[src/otp_prom_pkg.sv]
// package for the one-time PROM parallel programming port
// assumes a single 125 MHz clock shared by both ends of the port
package otp_prom_pkg;

  // clock rate and timing
  localparam int unsigned CLK_PERIOD_PS    = 8000;          // 125 MHz clock period
  localparam int unsigned WRITE_PULSE_NS   = 100000;        // 0.1 ms write pulse
  localparam int unsigned WRITE_PULSE_CYC  = (WRITE_PULSE_NS * 1000) / CLK_PERIOD_PS;
  localparam int unsigned MAX_WRITE_PULSES = 25;            // pulses per address
  localparam int unsigned READ_SETTLE_CYC  = 4;             // bus turnaround wait

  // memory map
  localparam int unsigned PROM_BYTES       = 61440;         // 60K bytes
  localparam logic [15:0] RUN_BASE         = 16'h1000;      // base in run mode
  localparam logic [15:0] RUN_LAST         = 16'hFFFF;      // last in run mode
  localparam logic [15:0] PROM_FIRST       = 16'h0000;      // first in PROM mode
  localparam logic [15:0] PROM_LAST        = 16'hEFFF;      // last in PROM mode
  localparam logic [15:0] START_48K        = 16'h3000;      // start for 48KB image
  localparam logic [15:0] START_32K        = 16'h7000;      // start for 32KB image
  localparam logic [7:0]  BLANK_BYTE       = 8'hFF;         // unused location value
  localparam logic [7:0]  ERASED_BYTE      = 8'hFF;         // value read outside the array, and reset value of read and fetch registers

  // image size selection for the programmer
  typedef enum logic [1:0] {IMG_60K, IMG_48K, IMG_32K} image_size_t;

endpackage : otp_prom_pkg

[src/otp_prom_if.sv]
// interface joining the device port pins and the programmer
// assumes both ends share i_clk; the bidirectional data bus is resolved here
interface otp_prom_if;
  logic       mode_select;        // test/program-voltage pin, low = run mode
  logic       reset_pin_n;        // device reset pin, held low in PROM mode
  logic [7:0] port_zero_bits;     // address high byte
  logic [7:0] port_three_bits;    // address low byte
  logic [7:0] dev_data_out;       // device drive of data bus
  logic       dev_data_oe;        // device drives data bus
  logic [7:0] prg_data_out;       // programmer drive of data bus
  logic       prg_data_oe;        // programmer drives data bus
  logic       chip_enable_n;      // port 1 bit 3
  logic       out_enable_n;       // port 1 bit 4
  logic       write_strobe_n;     // port 1 bit 5
  logic [5:0] setting_pins;       // p1[2:0], p2[2:0] straps
  logic       osc_input;          // clock presence on oscillator input
  logic [7:0] prom_data_bus;      // resolved data bus level

  // wired bus: pull-up level when nobody drives
  assign prom_data_bus = dev_data_oe ? dev_data_out :
                         prg_data_oe ? prg_data_out : 8'hFF;

  modport device (
    input  mode_select, reset_pin_n, port_zero_bits, port_three_bits,
    input  prg_data_out, prg_data_oe, chip_enable_n, out_enable_n, write_strobe_n,
    input  setting_pins, osc_input, prom_data_bus,
    output dev_data_out, dev_data_oe
  );

  modport programmer (
    output mode_select, reset_pin_n, port_zero_bits, port_three_bits,
    output prg_data_out, prg_data_oe, chip_enable_n, out_enable_n, write_strobe_n,
    output setting_pins, osc_input,
    input  dev_data_out, dev_data_oe, prom_data_bus
  );
endinterface : otp_prom_if

[src/otp_prom_programmer.sv]
// programmer end: relocates, writes with timed pulses, retries and verifies
// assumes an image source that answers i_img_data for o_img_addr combinationally
module otp_prom_programmer (
  input  wire logic                      i_clk,
  input  wire logic                      i_reset_n,
  otp_prom_if.programmer                 pins,
  input  wire logic                      i_start,     // begin a session
  input  wire otp_prom_pkg::image_size_t i_size,      // image capacity
  input  wire logic [7:0]                i_img_data,  // image byte at run address
  output logic      [15:0]               o_img_addr,  // run-mode image address
  output logic                           o_busy,
  output logic                           o_done,      // finished, all verified
  output logic                           o_fail       // retries or final verify failed
);

  typedef enum {IDLE, SETUP, PULSE, RECOVER, VERIFY, NEXT, FINAL, FRD, FIN} state_t;

  state_t      st_q, st_d;
  logic [15:0] addr_q, addr_d;          // PROM-mode address
  logic [15:0] start_a;
  logic [19:0] cnt_q, cnt_d;            // timing counter
  logic [4:0]  tries_q, tries_d;        // pulses used at this address
  logic        done_q, done_d;
  logic        fail_q, fail_d;
  logic        we_n, oe_n, drive;

  // start address by image size
  always_comb
  begin
    unique case (i_size)
      otp_prom_pkg::IMG_48K: start_a = otp_prom_pkg::START_48K;
      otp_prom_pkg::IMG_32K: start_a = otp_prom_pkg::START_32K;
      default:               start_a = otp_prom_pkg::PROM_FIRST;
    endcase
  end

  // image is read at PROM address plus base
  assign o_img_addr = addr_q + otp_prom_pkg::RUN_BASE;

  // sequencer next state
  always_comb
  begin
    st_d = st_q; addr_d = addr_q; cnt_d = cnt_q; tries_d = tries_q;
    done_d = done_q; fail_d = fail_q;
    unique case (st_q)
      IDLE: if (i_start)
      begin
        addr_d = start_a; tries_d = 5'd0; done_d = 1'b0; fail_d = 1'b0;
        cnt_d = 20'd0; st_d = SETUP;
      end
      SETUP:
      begin
        cnt_d = 20'(otp_prom_pkg::WRITE_PULSE_CYC - 1); st_d = PULSE;
      end
      PULSE:
        if (cnt_q == 20'd0)
        begin
          tries_d = tries_q + 5'd1;
          cnt_d = 20'(otp_prom_pkg::READ_SETTLE_CYC); st_d = RECOVER;
        end
        else cnt_d = cnt_q - 20'd1;
      RECOVER:
        if (cnt_q == 20'd0) st_d = VERIFY; else cnt_d = cnt_q - 20'd1;
      VERIFY:
        if (pins.prom_data_bus == i_img_data) st_d = NEXT;
        else if (tries_q == 5'(otp_prom_pkg::MAX_WRITE_PULSES))
        begin
          fail_d = 1'b1; st_d = FIN;
        end
        else st_d = SETUP;
      NEXT:
        if (addr_q == otp_prom_pkg::PROM_LAST)
        begin
          addr_d = start_a; cnt_d = 20'(otp_prom_pkg::READ_SETTLE_CYC); st_d = FINAL;
        end
        else
        begin
          addr_d = addr_q + 16'd1; tries_d = 5'd0; st_d = SETUP;
        end
      FINAL:
        if (cnt_q == 20'd0) st_d = FRD; else cnt_d = cnt_q - 20'd1;
      FRD:
        if (pins.prom_data_bus != i_img_data)
        begin
          fail_d = 1'b1; st_d = FIN;
        end
        else if (addr_q == otp_prom_pkg::PROM_LAST) st_d = FIN;
        else
        begin
          addr_d = addr_q + 16'd1; cnt_d = 20'(otp_prom_pkg::READ_SETTLE_CYC); st_d = FINAL;
        end
      FIN:
      begin
        done_d = !fail_q; st_d = IDLE;
      end
    endcase
  end

  // state flops
  always_ff @(posedge i_clk or negedge i_reset_n)
  begin
    if (!i_reset_n)
    begin
      st_q <= IDLE; addr_q <= 16'h0000; cnt_q <= 20'h00000; tries_q <= 5'h00;
      done_q <= 1'b0; fail_q <= 1'b0;
    end
    else
    begin
      st_q <= st_d; addr_q <= addr_d; cnt_q <= cnt_d; tries_q <= tries_d;
      done_q <= done_d; fail_q <= fail_d;
    end
  end

  // strobe decode: image bytes outside the program area are already 0xFF
  assign we_n  = !(st_q == PULSE);
  assign drive = st_q == SETUP || st_q == PULSE;
  assign oe_n  = !(st_q == RECOVER || st_q == VERIFY || st_q == FINAL || st_q == FRD);

  assign pins.mode_select     = 1'b1;
  assign pins.reset_pin_n     = 1'b0;
  assign pins.setting_pins    = 6'b010010;
  assign pins.osc_input       = 1'b1;
  assign pins.port_zero_bits  = addr_q[15:8];
  assign pins.port_three_bits = addr_q[7:0];
  assign pins.prg_data_out    = i_img_data;
  assign pins.prg_data_oe     = drive;
  assign pins.chip_enable_n   = (st_q == IDLE);
  assign pins.out_enable_n    = oe_n;
  assign pins.write_strobe_n  = we_n;

  assign o_busy = st_q != IDLE;
  assign o_done = done_q;
  assign o_fail = fail_q;

endmodule : otp_prom_programmer
[src/flat_wrapper.sv]
// flat-port wrapper written by rule: the top's interface ports become plain ports
module otp_prom_programmer_flat 
  (i_clk, i_reset_n, i_start, i_size, i_img_data, o_img_addr, o_busy, o_done, o_fail, pins_mode_select, pins_reset_pin_n, pins_port_zero_bits, pins_port_three_bits, pins_prg_data_out, pins_prg_data_oe, pins_chip_enable_n, pins_out_enable_n, pins_write_strobe_n, pins_setting_pins, pins_osc_input, pins_dev_data_out, pins_dev_data_oe);
  otp_prom_if pins_i ();
  input  wire logic i_clk;
  input  wire logic i_reset_n;
  input  wire logic i_start;
  input  wire otp_prom_pkg::image_size_t i_size;
  input  wire logic [7:0] i_img_data;
  output logic      [15:0] o_img_addr;
  output logic o_busy;
  output logic o_done;
  output logic o_fail;
  output wire logic [$bits(pins_i.mode_select)-1:0] pins_mode_select;
  output wire logic [$bits(pins_i.reset_pin_n)-1:0] pins_reset_pin_n;
  output wire logic [$bits(pins_i.port_zero_bits)-1:0] pins_port_zero_bits;
  output wire logic [$bits(pins_i.port_three_bits)-1:0] pins_port_three_bits;
  output wire logic [$bits(pins_i.prg_data_out)-1:0] pins_prg_data_out;
  output wire logic [$bits(pins_i.prg_data_oe)-1:0] pins_prg_data_oe;
  output wire logic [$bits(pins_i.chip_enable_n)-1:0] pins_chip_enable_n;
  output wire logic [$bits(pins_i.out_enable_n)-1:0] pins_out_enable_n;
  output wire logic [$bits(pins_i.write_strobe_n)-1:0] pins_write_strobe_n;
  output wire logic [$bits(pins_i.setting_pins)-1:0] pins_setting_pins;
  output wire logic [$bits(pins_i.osc_input)-1:0] pins_osc_input;
  input wire logic [$bits(pins_i.dev_data_out)-1:0] pins_dev_data_out;
  input wire logic [$bits(pins_i.dev_data_oe)-1:0] pins_dev_data_oe;
  assign pins_mode_select = pins_i.mode_select;
  assign pins_reset_pin_n = pins_i.reset_pin_n;
  assign pins_port_zero_bits = pins_i.port_zero_bits;
  assign pins_port_three_bits = pins_i.port_three_bits;
  assign pins_prg_data_out = pins_i.prg_data_out;
  assign pins_prg_data_oe = pins_i.prg_data_oe;
  assign pins_chip_enable_n = pins_i.chip_enable_n;
  assign pins_out_enable_n = pins_i.out_enable_n;
  assign pins_write_strobe_n = pins_i.write_strobe_n;
  assign pins_setting_pins = pins_i.setting_pins;
  assign pins_osc_input = pins_i.osc_input;
  assign pins_i.dev_data_out = pins_dev_data_out;
  assign pins_i.dev_data_oe = pins_dev_data_oe;
  otp_prom_programmer u_core (.i_clk(i_clk), .i_reset_n(i_reset_n), .pins(pins_i), .i_start(i_start), .i_size(i_size), .i_img_data(i_img_data), .o_img_addr(o_img_addr), .o_busy(o_busy), .o_done(o_done), .o_fail(o_fail));
endmodule
[config.mk]
export PLATFORM = sky130hd
export DESIGN_NAME = otp_prom_programmer_flat
export DESIGN_NICKNAME = d
export VERILOG_FILES = /design/src/otp_prom_pkg.sv /design/src/otp_prom_if.sv /design/src/otp_prom_programmer.sv /design/src/flat_wrapper.sv
export SDC_FILE = /design/constraint.sdc
export NUM_CORES = 1
export LEC_CHECK = 0
export BUFFER_PORTS_ARGS = -buffer_cell sky130_fd_sc_hd__buf_2
export CORE_MARGIN = 2
export CORE_UTILIZATION = 43
export CTS_CLUSTER_DIAMETER = 120
export CTS_CLUSTER_SIZE = 20
export DETAILED_ROUTE_END_ITERATION = 12
export PLACE_DENSITY = 0.63
export SETUP_SLACK_MARGIN = 0.15
export SLEW_MARGIN = 25
export SYNTH_ARGS = -nofsm -noshare
export SYNTH_HDL_FRONTEND = slang
export SYNTH_SLANG_ARGS = --single-unit
[constraint.sdc]
create_clock -name i_clk -period 3 [get_ports i_clk]
set_input_delay 0.15 -clock i_clk [delete_from_list [all_inputs] [get_ports i_clk]]
set_output_delay 0.15 -clock i_clk [all_outputs]
set_load 0.005 [all_outputs]
* Word-level counts from Yosys, hierarchy flattened
Cells that the tools add are included.
** Storage, ports and cells
- Register bits after elaboration :: 75
- Input port bits :: 22
- Output and inout port bits :: 56
- Logic and storage cells :: 100
** Cells by class
- $add $sub $neg :: 4
- Equal/unequal tests :: 32
- Muxes and demuxes :: 35
- Reduce and logical (&&, ||, !) cells :: 23
** Operator list (count)
- 32-bit case mux with 9 select lines :: 1
- 32-bit by 3-bit equality test with 1-bit output (second input constant) :: 6
- 32-bit 2-to-1 mux :: 6
- 32-bit by 4-bit equality test with 1-bit output (second input constant) :: 4
- 20-bit 2-to-1 mux :: 6
- 20-bit case mux with 6 select lines :: 1
- 32-bit by 2-bit equality test with 1-bit output (second input constant) :: 3
- 32-bit logical NOT :: 2
- 16-bit 2-to-1 mux :: 4
- 16-bit case mux with 3 select lines :: 1
- 32-bit by 1-bit equality test with 1-bit output (second input constant) :: 1
- 32-bit nonzero test :: 1
- 15-bit case mux with 2 select lines :: 1
- 20-bit logical NOT :: 1
- 20-bit by 1-bit subtractor with 20-bit output (second input constant) :: 1
- 16-bit by 1-bit adder with 16-bit output (second input constant) :: 1
- 16-bit by 13-bit adder with 16-bit output (second input constant) :: 1
- 16-bit equality test (second input constant) :: 1
- 8-bit 2-to-1 mux :: 2
- 5-bit 2-to-1 mux :: 3
- 5-bit case mux with 3 select lines :: 1
- 2-bit by 1-bit inequality test with 1-bit output (second input constant) :: 6
- 2-bit inequality test (second input constant) :: 6
- 4-bit AND reduction :: 3
- other kinds (20) :: 31

* Longest topological paths before layout
Gate-level depths: netlist of the first run.
- Depth in word-level cells :: 7
- Mapped depth :: 11
- Depth with buffers taken out :: 8

* Least setup slack after synthesis of the first run
No wires, ideal clock.
- Path kind :: register to register
- Start point :: register u_core.cnt_q[0]
- End point :: register u_core.cnt_q[12]
- Setup time :: 0.130 ns
- Arrival :: 2.391 ns
- Data required time :: 2.870 ns
- Setup slack :: 0.479 ns
- Cell stages (with the launch flop) :: 11
- Clock period less this slack :: 2.521 ns
- Path through :: dfrtp_1 -> inv_1 -> ha_1 -> or4b_1 -> or4_1 -> o31a_1 -> buf_2 -> buf_2 -> o21a_1 -> o31ai_1 -> o21ai_1
** Between the ends
- Word-level cells in the longest chain between the ends :: 3
- Elaborated cells on any way between the ends :: 7
- Classes of those cells :: add/sub (1); eq/ne (1); mux (3); reduce/logical (2)
** Ends and longest elaborated chain
- start: declaration :: RTL line otp_prom_programmer.sv:21 : logic [19:0] cnt_q, cnt_d;
- start signal: assignment :: RTL line otp_prom_programmer.sv:109 : st_q <= st_d; addr_q <= addr_d; cnt_q <= cnt_d; tries_q <= tries_d;
- 20-bit by 1-bit subtractor with 20-bit output / 20-bit logical NOT (equally long branches)
- 20-bit 2-to-1 mux, or another cell as far along :: RTL line otp_prom_programmer.sv:63, otp_prom_programmer.sv:81
- 20-bit case mux with 6 select lines / 6-bit AND reduction (equally long branches)
Several ways; a longest one is shown, not always the timed one. The select of a mux whose other input is x is not followed.
A chain may end at the register's enable or synchronous reset.

* Final worst setup path of the first run
- Start point :: register u_core.cnt_q[0]
- End point :: register u_core.cnt_q[9]
Same word-level chain as after synthesis.

==> metrics, run 1 <==
post-route cell area 0.00385 sq mm; placeable core region 0.00769 sq mm; number of synthesis warnings 0; synthesis-stage register bit count 47; overall via count from detail_route 3276; number of antenna repair diodes 0; Rows 32; Hold WS 0.223 ns; number of buffers between clock root and the deepest sink 2; Endpoint, Worst Hold u_core.o_done$_DFFE_PN0P_; total count of max-transition violations in the final report 0; htree depth 2; I/O pins 78; first-pass GRT wire length 14.9 mm; detail-routed via count per cell 5.73; number of antenna violations at the first check in global routing 0; Bufs and invs on worst path 2; pin count of the biggest net entering global routing 40; launch instance of the worst register-to-register path u_core.cnt_q[0]$_DFFE_PN0P_; static leakage 1.81 nW; die extent in x 92.9 um; final worst path period need 2.65 ns; fraction of power consumed by the clock network 44.4%; peak fanout along the critical path 10; insertion delay to the later sink of the worst-skew pair 0.31 ns; pin slew with the least headroom to its limit 0.846 ns; setup repair after global routing missed its margin no; CTS buffer count 5; dpl hpwl 6.37 mm; number of DRC violations after detailed-routing iteration 0 198; area added between synthesis and finish 13.1%; Total Wirelength 8.64 mm; dominant cell type by count on the critical path sky130_fd_sc_hd__nor2_1; area of the mapped netlist 0.00340 sq mm; final count of negative-setup-slack endpoints 0; synthesized netlist cell count 422; Antenna Nets Post-Route 0; wire length per cell after detailed routing 15.1 um; via count of the first global-routing pass 3136; count of distinct cell types in the synthesized netlist 54; post-detailed-route DRC marker count 0; Relative slew margins 43.4%; die boundary height 92.9 um; multiplexer area fraction after synthesis 0%; number of detailed-route iterations in the first pass 4; class of the most critical hold timing path primary input to flip-flop; root buf cell sky130_fd_sc_hd__clkbuf_8; kind of end point of the critical path flip-flop; dominant register cell in the synthesized netlist sky130_fd_sc_hd__dfrtp_1; Max-Cap Viols 0; share of the clock period used by the worst path after layout 88.3%; xor and xnor area share after synthesis 1.29%; run status finished clean; starting density of the core 44.3%; data required time at the worst endpoint 3.20 ns; fraction of registers with async set/reset 100%; worst path arrival time 2.85 ns; number of setup buffers added after CTS 0; area fraction in and, or, nand and nor cells after synthesis 22.5%; reg-to-reg setup timing slack 0.35 ns; power density cells 328 mW/mm^2; CTS tree done; Crit path largest cell delay 0.48 ns; Fillers 769; worst r2r path cells 9; kind of critical path flip-flop to flip-flop; switch share 21.5%; switching power 0.272 mW; share of the synthesized area in compound gates (AO/OA/AOI/OAI) 26.5%; chain of cells forming the critical path inv_1 -> ha_1 -> or4b_1 -> or4_1 -> nor2_1 -> a211o_1 -> buf_4 -> nor2_1 -> a221o_1; combinational family with the most area after synthesis compound AO/OA/AOI/OAI gates; count of port buffers added during placement 68; Seq pwr share 50.1%; highest clock frequency the design can meet 378 MHz; setup clock skew after layout 0.00918 ns; startpoint of the tightest hold check path i_start; Internal 0.992 mW; arithmetic-cell share of the synthesized area counting full adders, half adders and majority gates 2.94%; portion of total power attributed to combinational logic 5.5%; count of nets after finishing 499; ratio of cells with drive above 1 in the final layout 20.2%; crit path max-delay cell type sky130_fd_sc_hd__or4_1; Die ar. 0.00864 sq mm; Global Route Usage Sum 21.0%; count of flip-flops with a built-in enable after synthesis 0; instance area after placement 0.00369 sq mm; Peak supply drop 241 uV; element type at the critical path start flip-flop; Post-Synthesis Mean Instance Area 8.06 sq um; Cells on Worst Hold Path 4; final hold violations 0; cell class contributing the biggest share of worst-path delay simple AND/OR/NAND/NOR gates; sinks on the clock net 47; final RePlAce weighted congestion 0.815; final total negative setup slack 0 ns; clock slew seen by the registers of the worst setup and hold paths 0.10 ns; post-synthesis sequential area ratio 34.6%; total congestion overflow 0; endpoint of the worst-slack reg-to-reg timing path u_core.cnt_q[9]$_DFFE_PN0P_
-- layout make-up --
class                      instances  area, sq um  share of cell area, %
timing repair buffer              82          450                   11.7
inverter                          28          105                   2.73
multi-input combinational        305         1850                   48.1
clock buffer                       5         68.8                   1.79
sequential                        47         1180                   30.6
tap                              102          128                   3.32
clock inverter                     3         67.6                   1.76
-- per-layer routing --
layer | share of wire, % | up-vias | global-route usage [%]
li1 | - | 1606 | -
met2 | 47 | 102 | 35.7
met3 | 5.9 | 8 | 3.50
met5 | 0 | - | 0
met4 | 0.85 | 0 | 4.53
met1 | 47 | 1560 | 28.3
-- worst min-delay path: cells and delay by family --
| family | cells | cell delay, ns |
|---|---|---|
| AO/OA/AOI/OAI | 2 | 0.13 |
| AND/OR/NAND/NOR | 1 | 0.08 |
| buffers and inverters | 1 | 0.14 |
-- cell usage after synthesis (all sizes together) (3+ instances only) --
cell type | instances | area, sq um
dfrtp | 47 | 1180
nand2 | 39 | 146
buf | 37 | 258
a21oi | 32 | 160
o21ai | 30 | 150
inv | 28 | 105
a31oi | 19 | 119
nor2 | 18 | 67.6
or3 | 17 | 116
nor3 | 14 | 70.1
o31ai | 14 | 105
clkbuf | 12 | 45.0
nand3 | 11 | 55.1
or4 | 9 | 67.6
ha | 8 | 100
nand2b | 7 | 43.8
nor2b | 6 | 37.5
o22ai | 6 | 37.5
o31a | 6 | 52.6
a211oi | 5 | 37.5
and2 | 5 | 31.3
and4 | 4 | 35.0
o21a | 4 | 30.0
a21o | 3 | 22.5
nand4 | 3 | 18.8
nor4 | 3 | 18.8
o211ai | 3 | 22.5
xnor2 | 3 | 26.3
-- state kept, by name, summed over array words and instances, names as in the netlist --
name,cells
u_core.cnt_q,20
u_core.st_q,4
u_core.o_done,1
u_core.addr_q,16
u_core.tries_q,5
u_core.o_fail,1
-- kinds of logic (layout without fill, tap and decap cells) --
kind of cell / count (synthesis) / after routing
flops: 47 / 47
compound gates: 140 / 140
xor+xnor: 5 / 5
fa+ha+maj: 8 / 8
simple gates: 143 / 143
other cells: 2 / 9
buf+inv: 77 / 118
-- worst max-delay path by stage --
stage	from	to	slack, ns	depth (start not counted)
after floorplan	u_core.cnt_q[0]$_DFFE_PN0P_	u_core.cnt_q[12]$_DFFE_PN0P_	0.48	10
after global placement	pins_dev_data_out[5]	u_core.cnt_q[3]$_DFFE_PN0P_	0.38	8
after detailed placement	i_img_data[0]	u_core.cnt_q[3]$_DFFE_PN0P_	0.27	8
after CTS	u_core.cnt_q[0]$_DFFE_PN0P_	u_core.cnt_q[18]$_DFFE_PN0P_	0.26	8
after global routing	u_core.cnt_q[1]$_DFFE_PN0P_	u_core.cnt_q[4]$_DFFE_PN0P_	0.17	8
final	u_core.cnt_q[0]$_DFFE_PN0P_	u_core.cnt_q[9]$_DFFE_PN0P_	0.35	9
-- power groups by stage --
stage               logic, mW  registers, mW  clock network [mW]
floorplan              0.0420          0.646                   0
global placement       0.0686          0.646                   0
detailed placement     0.0698          0.646                   0
CTS                    0.0699          0.633               0.571
global route           0.0806          0.633               0.599
finish                 0.0702          0.633               0.561
-- cells in the final DEF, fill, tap and decap left out, types with 6 or more instances in the layout --
| master | n |
|---|---|
| sky130_fd_sc_hd__o21ai_0 | 26 |
| sky130_fd_sc_hd__conb_1 | 9 |
| sky130_fd_sc_hd__nor3_1 | 14 |
| sky130_fd_sc_hd__or4_1 | 9 |
| sky130_fd_sc_hd__ha_1 | 8 |
| sky130_fd_sc_hd__buf_4 | 14 |
| sky130_fd_sc_hd__nand2b_1 | 7 |
| sky130_fd_sc_hd__o31ai_1 | 14 |
| sky130_fd_sc_hd__buf_2 | 67 |
| sky130_fd_sc_hd__nand3_1 | 11 |
| sky130_fd_sc_hd__or3_1 | 15 |
| sky130_fd_sc_hd__inv_1 | 28 |
| sky130_fd_sc_hd__nand2_1 | 39 |
| sky130_fd_sc_hd__nor2_1 | 18 |
| sky130_fd_sc_hd__o22ai_1 | 6 |
| sky130_fd_sc_hd__a21oi_1 | 32 |
| sky130_fd_sc_hd__a31oi_1 | 19 |
| sky130_fd_sc_hd__dfrtp_1 | 47 |
| sky130_fd_sc_hd__nor2b_1 | 6 |
-- what timing repair did --
| item | in CTS | in global routing |
|---|---|---|
| hold endpoints to repair | 0 | 38 |
| hold buffers | 0 | 1 |
| resized for setup | 0 | 2 |
| setup endpoints to repair | 0 | 8 |
-- stage by stage --
stage / instances / power [mW] / util [%] / worst slack [ns]
after global routing: 572 / 1.31 / 50.1 / 0.173
after detailed placement: 563 / 0.715 / 48.0 / 0.269
after floorplan: 429 / 0.688 / - / 0.479
after CTS: 571 / 1.27 / 49.8 / 0.264
final: 572 / 1.26 / 50.1 / 0.352
after global placement: 563 / 0.714 / 48.0 / 0.376
Power figures use the tool's default switching activity.
==> inputs of run 2 (changes only) <==
--- a/config.mk
+++ b/config.mk
@@ -6,12 +6,15 @@
 export NUM_CORES = 1
 export LEC_CHECK = 0
 export BUFFER_PORTS_ARGS = -buffer_cell sky130_fd_sc_hd__buf_2
+export CELL_PAD_IN_SITES_DETAIL_PLACEMENT = 1
+export CELL_PAD_IN_SITES_GLOBAL_PLACEMENT = 1
+export CORE_ASPECT_RATIO = 1.4
 export CORE_MARGIN = 2
-export CORE_UTILIZATION = 43
+export CORE_UTILIZATION = 40
 export CTS_CLUSTER_DIAMETER = 120
 export CTS_CLUSTER_SIZE = 20
 export DETAILED_ROUTE_END_ITERATION = 12
-export PLACE_DENSITY = 0.63
+export PLACE_DENSITY = 0.78
 export SETUP_SLACK_MARGIN = 0.15
 export SLEW_MARGIN = 25
 export SYNTH_ARGS = -nofsm -noshare
==> run 2 against run 1 <==
Net effect: global-route usage up 0.90 points; hold slack better by 0.039 ns; clock power grew 5.7%; via count is 2.8% higher; utilization is 2.9 points lower; sequential power hardly changed; fmax fell by 1.5%; register-to-register slack lost 0.04 ns; combinational power barely moved; worst setup slack got worse by 0.040 ns; critical path depth is 1 lower; first-iteration DRC count shrank 41%; largest cell class unchanged; highest routed layer unchanged.
==> metrics, run 2 (same netlist as run 1, synthesis figures left out) <==
endpoint of the worst-slack reg-to-reg timing path u_core.cnt_q[4]$_DFFE_PN0P_; ratio of cells with drive above 1 in the final layout 20.4% (+0.17 points); count of port buffers added during placement 68 (unchanged); Endpoint, Worst Hold u_core.o_done$_DFFE_PN0P_; number of setup buffers added after CTS 0 (unchanged); kind of end point of the critical path flip-flop; chain of cells forming the critical path inv_1 -> ha_1 -> or4b_1 -> or4_1 -> o31a_2 -> and2_1 -> o31ai_1 -> o21ai_0; final RePlAce weighted congestion 0.859 (+5.4%); element type at the critical path start flip-flop; Relative slew margins 49.9% (+6.5 points); placeable core region 0.00820 sq mm (+6.6%); worst r2r path cells 8 (-1); Reg area 0.00118 sq mm (unchanged); I/O pins 78 (unchanged); clock slew seen by the registers of the worst setup and hold paths 0.06 ns (-0.04 ns); total count of max-transition violations in the final report 0 (unchanged); wire length per cell after detailed routing 17.3 um (+15%); most used cells in the layout excluding fill and tap cells sky130_fd_sc_hd__buf_2 (68), sky130_fd_sc_hd__dfrtp_1 (47), sky130_fd_sc_hd__nand2_1 (39); Max-Cap Viols 0 (unchanged); number of detailed-route iterations in the first pass 4 (unchanged); CTS buffer count 5 (unchanged); htree depth 2 (unchanged); pin slew with the least headroom to its limit 0.742 ns (-0.104 ns); sinks on the clock net 47 (unchanged); peak fanout along the critical path 18 (+8); flip-flop count of the largest register, all copies and words added 20 (unchanged); first-pass GRT wire length 16.1 mm (+8.0%); number of DRC violations after detailed-routing iteration 0 117 (-41%); run status finished clean; Fillers 1064 (+38%); share of the clock period used by the worst path after layout 89.6% (+1.3 points); static leakage 1.83 nW (+0.97%); kind of critical path flip-flop to flip-flop; Die ar. 0.00927 sq mm (+7.3%); overall via count from detail_route 3369 (+2.8%); highest clock frequency the design can meet 372 MHz (-1.5%); Rows 39 (+22%); Peak supply drop 212 uV (-12%); die extent in x 81.9 um (-12%); detail-routed via count per cell 5.88 (+2.7%); Total Wirelength 9.92 mm (+15%); final hold violations 0 (unchanged); Cells on Worst Hold Path 4 (unchanged); cell class contributing the biggest share of worst-path delay simple AND/OR/NAND/NOR gates; post-route cell area 0.00387 sq mm (+0.52%); Top reg by flops u_core.cnt_q; root buf cell sky130_fd_sc_hd__clkbuf_16; final worst path period need 2.69 ns (+0.0399 ns); most frequent standard cell in the layout excluding fill and tap cells sky130_fd_sc_hd__buf_2; final count of negative-setup-slack endpoints 0 (unchanged); setup clock skew after layout 0.0103 ns (+0.00107 ns); via count of the first global-routing pass 3384 (+7.9%); number of antenna repair diodes 0 (unchanged); area added between synthesis and finish 13.7%; Crit path largest cell delay 0.49 ns (about the same); number of buffers between clock root and the deepest sink 2 (unchanged); multi-input combinational cell area 0.00185 sq mm (-0.27%); insertion delay to the later sink of the worst-skew pair 0.29 ns (-0.02 ns); count of nets after finishing 500 (+0.20%); CTS tree done; final total negative setup slack 0 ns (unchanged); setup repair after global routing missed its margin yes; Global Route Usage Sum 21.9% (+0.90 points); power consumption 1.30 mW (+2.6%); launch instance of the worst register-to-register path u_core.cnt_q[0]$_DFFE_PN0P_; power density cells 335 mW/mm^2 (+2.1%); Bufs and invs on worst path 1 (-1); data required time at the worst endpoint 3.15 ns (-0.05 ns); die boundary height 113 um (+22%); startpoint of the tightest hold check path i_start; instance area after placement 0.00370 sq mm (+0.20%); number of antenna violations at the first check in global routing 0 (unchanged); Antenna Nets Post-Route 0 (unchanged); reg-to-reg setup timing slack 0.31 ns (-0.04 ns); pin count of the biggest net entering global routing 27 (-33%); final core utilization 47.2% (-2.9 points); largest registers in the final layout u_core.cnt_q (20), u_core.addr_q (16), u_core.tries_q (5); dpl hpwl 7.53 mm (+18%); post-detailed-route DRC marker count 0 (unchanged); class of the most critical hold timing path primary input to flip-flop; worst path arrival time 2.84 ns (about the same); total congestion overflow 0 (unchanged); crit path max-delay cell type sky130_fd_sc_hd__o31a_2; starting density of the core 41.5% (-2.8 points)
## run 2: how the worst max path moves through the flow
| stage | from | end | slack [ns] | depth (start not counted) |
|---|---|---|---|---|
| 3_5_place_dp | u_core.cnt_q[0]$_DFFE_PN0P_ | u_core.cnt_q[4]$_DFFE_PN0P_ | 0.21 | 8 |
| 4_1_cts | u_core.cnt_q[0]$_DFFE_PN0P_ | u_core.cnt_q[4]$_DFFE_PN0P_ | 0.22 | 8 |
| 3_3_place_gp | u_core.cnt_q[0]$_DFFE_PN0P_ | u_core.cnt_q[4]$_DFFE_PN0P_ | 0.33 | 8 |
| 5_1_grt | u_core.cnt_q[0]$_DFFE_PN0P_ | u_core.cnt_q[4]$_DFFE_PN0P_ | 0.10 | 8 |
| 2_1_floorplan | u_core.cnt_q[0]$_DFFE_PN0P_ | u_core.cnt_q[12]$_DFFE_PN0P_ | 0.48 | 10 |
| 6_report | u_core.cnt_q[0]$_DFFE_PN0P_ | u_core.cnt_q[4]$_DFFE_PN0P_ | 0.31 | 8 |
## run 2: cell type report
class | count | share of cell area, %
flip-flops and latches | 47 | 30.4
well taps | 102 | 3.30
repair buffers | 83 | 11.8
inverters | 28 | 2.72
multi-input cells | 305 | 47.8
clock buffers | 8 | 4.04
## run 2: what timing repair did
item / CTS / global route
resized for setup: 0 / 2
setup endpoints to repair: 0 / 13
hold buffers: 1 / 0
endpoints found under the hold margin: 25 / 0
## run 2: metal layers
layer,wire length (um),up-vias,GRT usage [%]
met2,5340,68,40.3
met4,176,0,6.89
li1,-,1609,-
met1,4050,1676,25.3
met3,348,16,3.43
met5,0,-,0
## run 2: stage by stage
step	instances	setup WS (ns)	hold slack, ns
final	573	0.312	0.262
after CTS	573	0.220	0.261
after global placement	564	0.331	0.197
after detailed placement	564	0.213	0.211
after floorplan	429	0.479	-0.146
after global routing	573	0.101	0.292
## run 2: worst min-delay path, stage by stage
cell	delay (ns)
sky130_fd_sc_hd__buf_2	0.14
sky130_fd_sc_hd__nor2_1	0.09
sky130_fd_sc_hd__o21ai_0	0.08
sky130_fd_sc_hd__o31ai_1	0.06
## run 2: power breakdown
| part | internal [mW] | leakage, nW | switching (mW) |
|---|---|---|---|
| logic | 0.0268 | 1.17 | 0.0436 |
| clock network | 0.355 | 0.0772 | 0.238 |
| registers | 0.634 | 0.584 | 0 |
==> inputs of run 3 (changes only) <==
--- a/config.mk
+++ b/config.mk
@@ -14,6 +14,7 @@
 export CTS_CLUSTER_DIAMETER = 120
 export CTS_CLUSTER_SIZE = 20
 export DETAILED_ROUTE_END_ITERATION = 12
+export GPL_TIMING_DRIVEN = 0
 export PLACE_DENSITY = 0.78
 export SETUP_SLACK_MARGIN = 0.15
 export SLEW_MARGIN = 25
==> constraint.sdc (replaced) <==
create_clock -name i_clk -period 2.99 [get_ports i_clk]
set_input_delay 0.1495 -clock i_clk [delete_from_list [all_inputs] [get_ports i_clk]]
set_output_delay 0.1495 -clock i_clk [all_outputs]
set_load 0.005 [all_outputs]
==> run 3 against run 2 <==
Net effect: design area increased by 7.3%; clock-buffer cell count down 2; largest power group is now the clock network; non-clock buffer count increased by 36; clock power rose by 13%; global-route usage rose by 2.1 points; highest routed layer unchanged; wire length increased by 7.7%.
==> metrics, run 3 (same netlist as run 1, synthesis figures left out) <==
run status finished clean; pin count of the biggest net entering global routing 48 (+78%); Max-Cap Viols 0 (unchanged); detail-routed via count per cell 5.76 (-2.0%); Hold WS 0.245 ns (-0.0170 ns); total count of max-transition violations in the final report 0 (unchanged); die extent in x 81.9 um (unchanged); Total Wirelength 10.7 mm (+7.7%); area added between synthesis and finish 22.0%; number of detailed-route iterations in the first pass 4 (unchanged); share of the clock period used by the worst path after layout 90.9% (+1.3 points); kind of end point of the critical path flip-flop; element type at the critical path start flip-flop; most used cells in the layout excluding fill and tap cells sky130_fd_sc_hd__buf_2 (73), sky130_fd_sc_hd__dfrtp_1 (47), sky130_fd_sc_hd__nand2_1 (39); final hold violations 0 (unchanged); Peak supply drop 318 uV (+50%); dpl hpwl 8.13 mm (+8.0%); pin slew with the least headroom to its limit 1.04 ns (+0.299 ns); data required time at the worst endpoint 3.16 ns (about the same); CTS buffer count 5 (unchanged); Relative slew margins 29.7% (-20 points); highest clock frequency the design can meet 368 MHz (-1.1%); final worst path period need 2.72 ns (+0.0295 ns); sinks on the clock net 47 (unchanged); power consumption 1.39 mW (+7.4%); class of the most critical hold timing path primary input to flip-flop; CTS tree done; I/O pins 78 (unchanged); root buf cell sky130_fd_sc_hd__clkbuf_16; number of DRC violations after detailed-routing iteration 0 136 (+16%); largest registers in the final layout u_core.cnt_q (20), u_core.addr_q (16), u_core.tries_q (5); total met2 wirelength after detailed routing 5.79 mm (+8.4%); ratio of cells with drive above 1 in the final layout 26.2% (+5.9 points); kind of critical path flip-flop to flip-flop; peak fanout along the critical path 10 (-8); via count of the first global-routing pass 3664 (+8.3%); Die ar. 0.00927 sq mm (unchanged); insertion delay to the later sink of the worst-skew pair 0.30 ns (about the same); pre-CTS WS 0.00829 ns (-0.204 ns); count of port buffers added during placement 68 (unchanged); post-detailed-route DRC marker count 0 (unchanged); htree depth 2 (unchanged); Top reg by flops u_core.cnt_q; number of buffers between clock root and the deepest sink 2 (unchanged); Global Route Usage Sum 24.0% (+2.1 points); number of antenna repair diodes 0 (unchanged); Setup WS post-layout 0.272 ns (-0.0395 ns); starting density of the core 41.5% (unchanged); reg-to-reg setup timing slack 0.27 ns (-0.04 ns); length of routed met3 wiring 324 um (-6.9%); setup clock skew after layout 0.00718 ns (-0.00307 ns); final RePlAce weighted congestion 0.791 (-7.8%); die boundary height 113 um (unchanged); final core utilization 50.6% (+3.4 points); setup repair after global routing missed its margin no; placeable core region 0.00820 sq mm (unchanged); final total negative setup slack 0 ns (unchanged); power density cells 336 mW/mm^2 (+0.10%); final count of negative-setup-slack endpoints 0 (unchanged); first-pass GRT wire length 17.6 mm (+9.5%); DR top layer met4; total congestion overflow 0 (unchanged); met1 routed wirelength after detailed routing 4.36 mm (+7.6%); static leakage 1.99 nW (+8.8%); number of antenna violations at the first check in global routing 0 (unchanged); Antenna Nets Post-Route 0 (unchanged); Rows 39 (unchanged); clock slew seen by the registers of the worst setup and hold paths 0.06 ns (about the same); wire length per cell after detailed routing 17.5 um (+1.4%); overall via count from detail_route 3510 (+4.2%); count of nets after finishing 536 (+7.2%); flip-flop count of the largest register, all copies and words added 20 (unchanged); worst path arrival time 2.89 ns (+0.05 ns); most frequent standard cell in the layout excluding fill and tap cells sky130_fd_sc_hd__buf_2
[run 3: cell types whose count changed in the layout (fill, tap and decap cells not counted), moves of 4 or more]
cell	previous run	this run
sky130_fd_sc_hd__clkbuf_2	0	4
sky130_fd_sc_hd__buf_2	68	73
sky130_fd_sc_hd__clkbuf_1	1	7
sky130_fd_sc_hd__buf_4	14	31
[run 3: metal layers]
| metal | up-vias | global-route usage [%] |
|---|---|---|
| met3 | 17 | 3.59 |
| met5 | - | 0 |
| li1 | 1682 | - |
| met1 | 1748 | 26.9 |
| met4 | 0 | 7.44 |
| met2 | 63 | 45.1 |
[run 3: critical path: stages, from the launching register on]
cell	delay [ns]
sky130_fd_sc_hd__dfrtp_1	0.41
sky130_fd_sc_hd__inv_2	0.08
sky130_fd_sc_hd__ha_1	0.17
sky130_fd_sc_hd__or4b_1	0.45
sky130_fd_sc_hd__or4_4	0.45
sky130_fd_sc_hd__o31a_1	0.29
sky130_fd_sc_hd__clkbuf_4	0.19
sky130_fd_sc_hd__buf_6	0.16
sky130_fd_sc_hd__o21a_1	0.12
sky130_fd_sc_hd__o31ai_2	0.18
sky130_fd_sc_hd__o21ai_1	0.09
[run 3: final timing paths]
| kind | start | to | depth (start not counted) |
|---|---|---|---|
| setup / recovery | u_core.cnt_q[0]$_DFFE_PN0P_ | u_core.cnt_q[12]$_DFFE_PN0P_ | 10 |
| hold / removal | i_start | u_core.o_done$_DFFE_PN0P_ | 4 |
| setup reg to reg | u_core.cnt_q[0]$_DFFE_PN0P_ | u_core.cnt_q[12]$_DFFE_PN0P_ | 10 |
| hold reg to reg | u_core.o_fail$_DFFE_PN0P_ | u_core.o_done$_DFFE_PN0P_ | 1 |
| max in group asynchronous | i_reset_n | u_core.cnt_q[10]$_DFFE_PN0P_ | 2 |
| min in group asynchronous | i_reset_n | u_core.addr_q[4]$_DFFE_PN0P_ | 2 |
[run 3: power breakdown]
group	leakage [nW]	total, mW	switching (mW)	internal [mW]
clock network	0.0868	0.668	0.252	0.416
logic	1.32	0.0896	0.0492	0.0404
registers	0.584	0.636	0	0.636
total	1.99	1.39	0.301	1.09
[run 3: what timing repair did]
item	4_1_cts	5_1_grt
resized for setup	6	18
endpoints found under the hold margin	47	0
hold buffers	1	0
cloned	0	0
setup endpoints to repair	21	25
pin swaps	1	0
setup buffers	0	1
[run 3: through the flow]
step | instance area, sq um | cells
6_report | 4150 | 609
5_1_grt | 4150 | 609
4_1_cts | 4110 | 608
3_5_place_dp | 3900 | 599
3_3_place_gp | 3900 | 599
2_1_floorplan | 3430 | 429
[run 3: area by class of cell]
cell class,count,area (sq um)
clock buffer,6,139
multi-input combinational,305,1890
clock inverter,2,35.0
tap,102,128
buffer,49,320
sequential,47,1180
timing repair buffer,70,360
fill,1038,4050
inverter,28,105
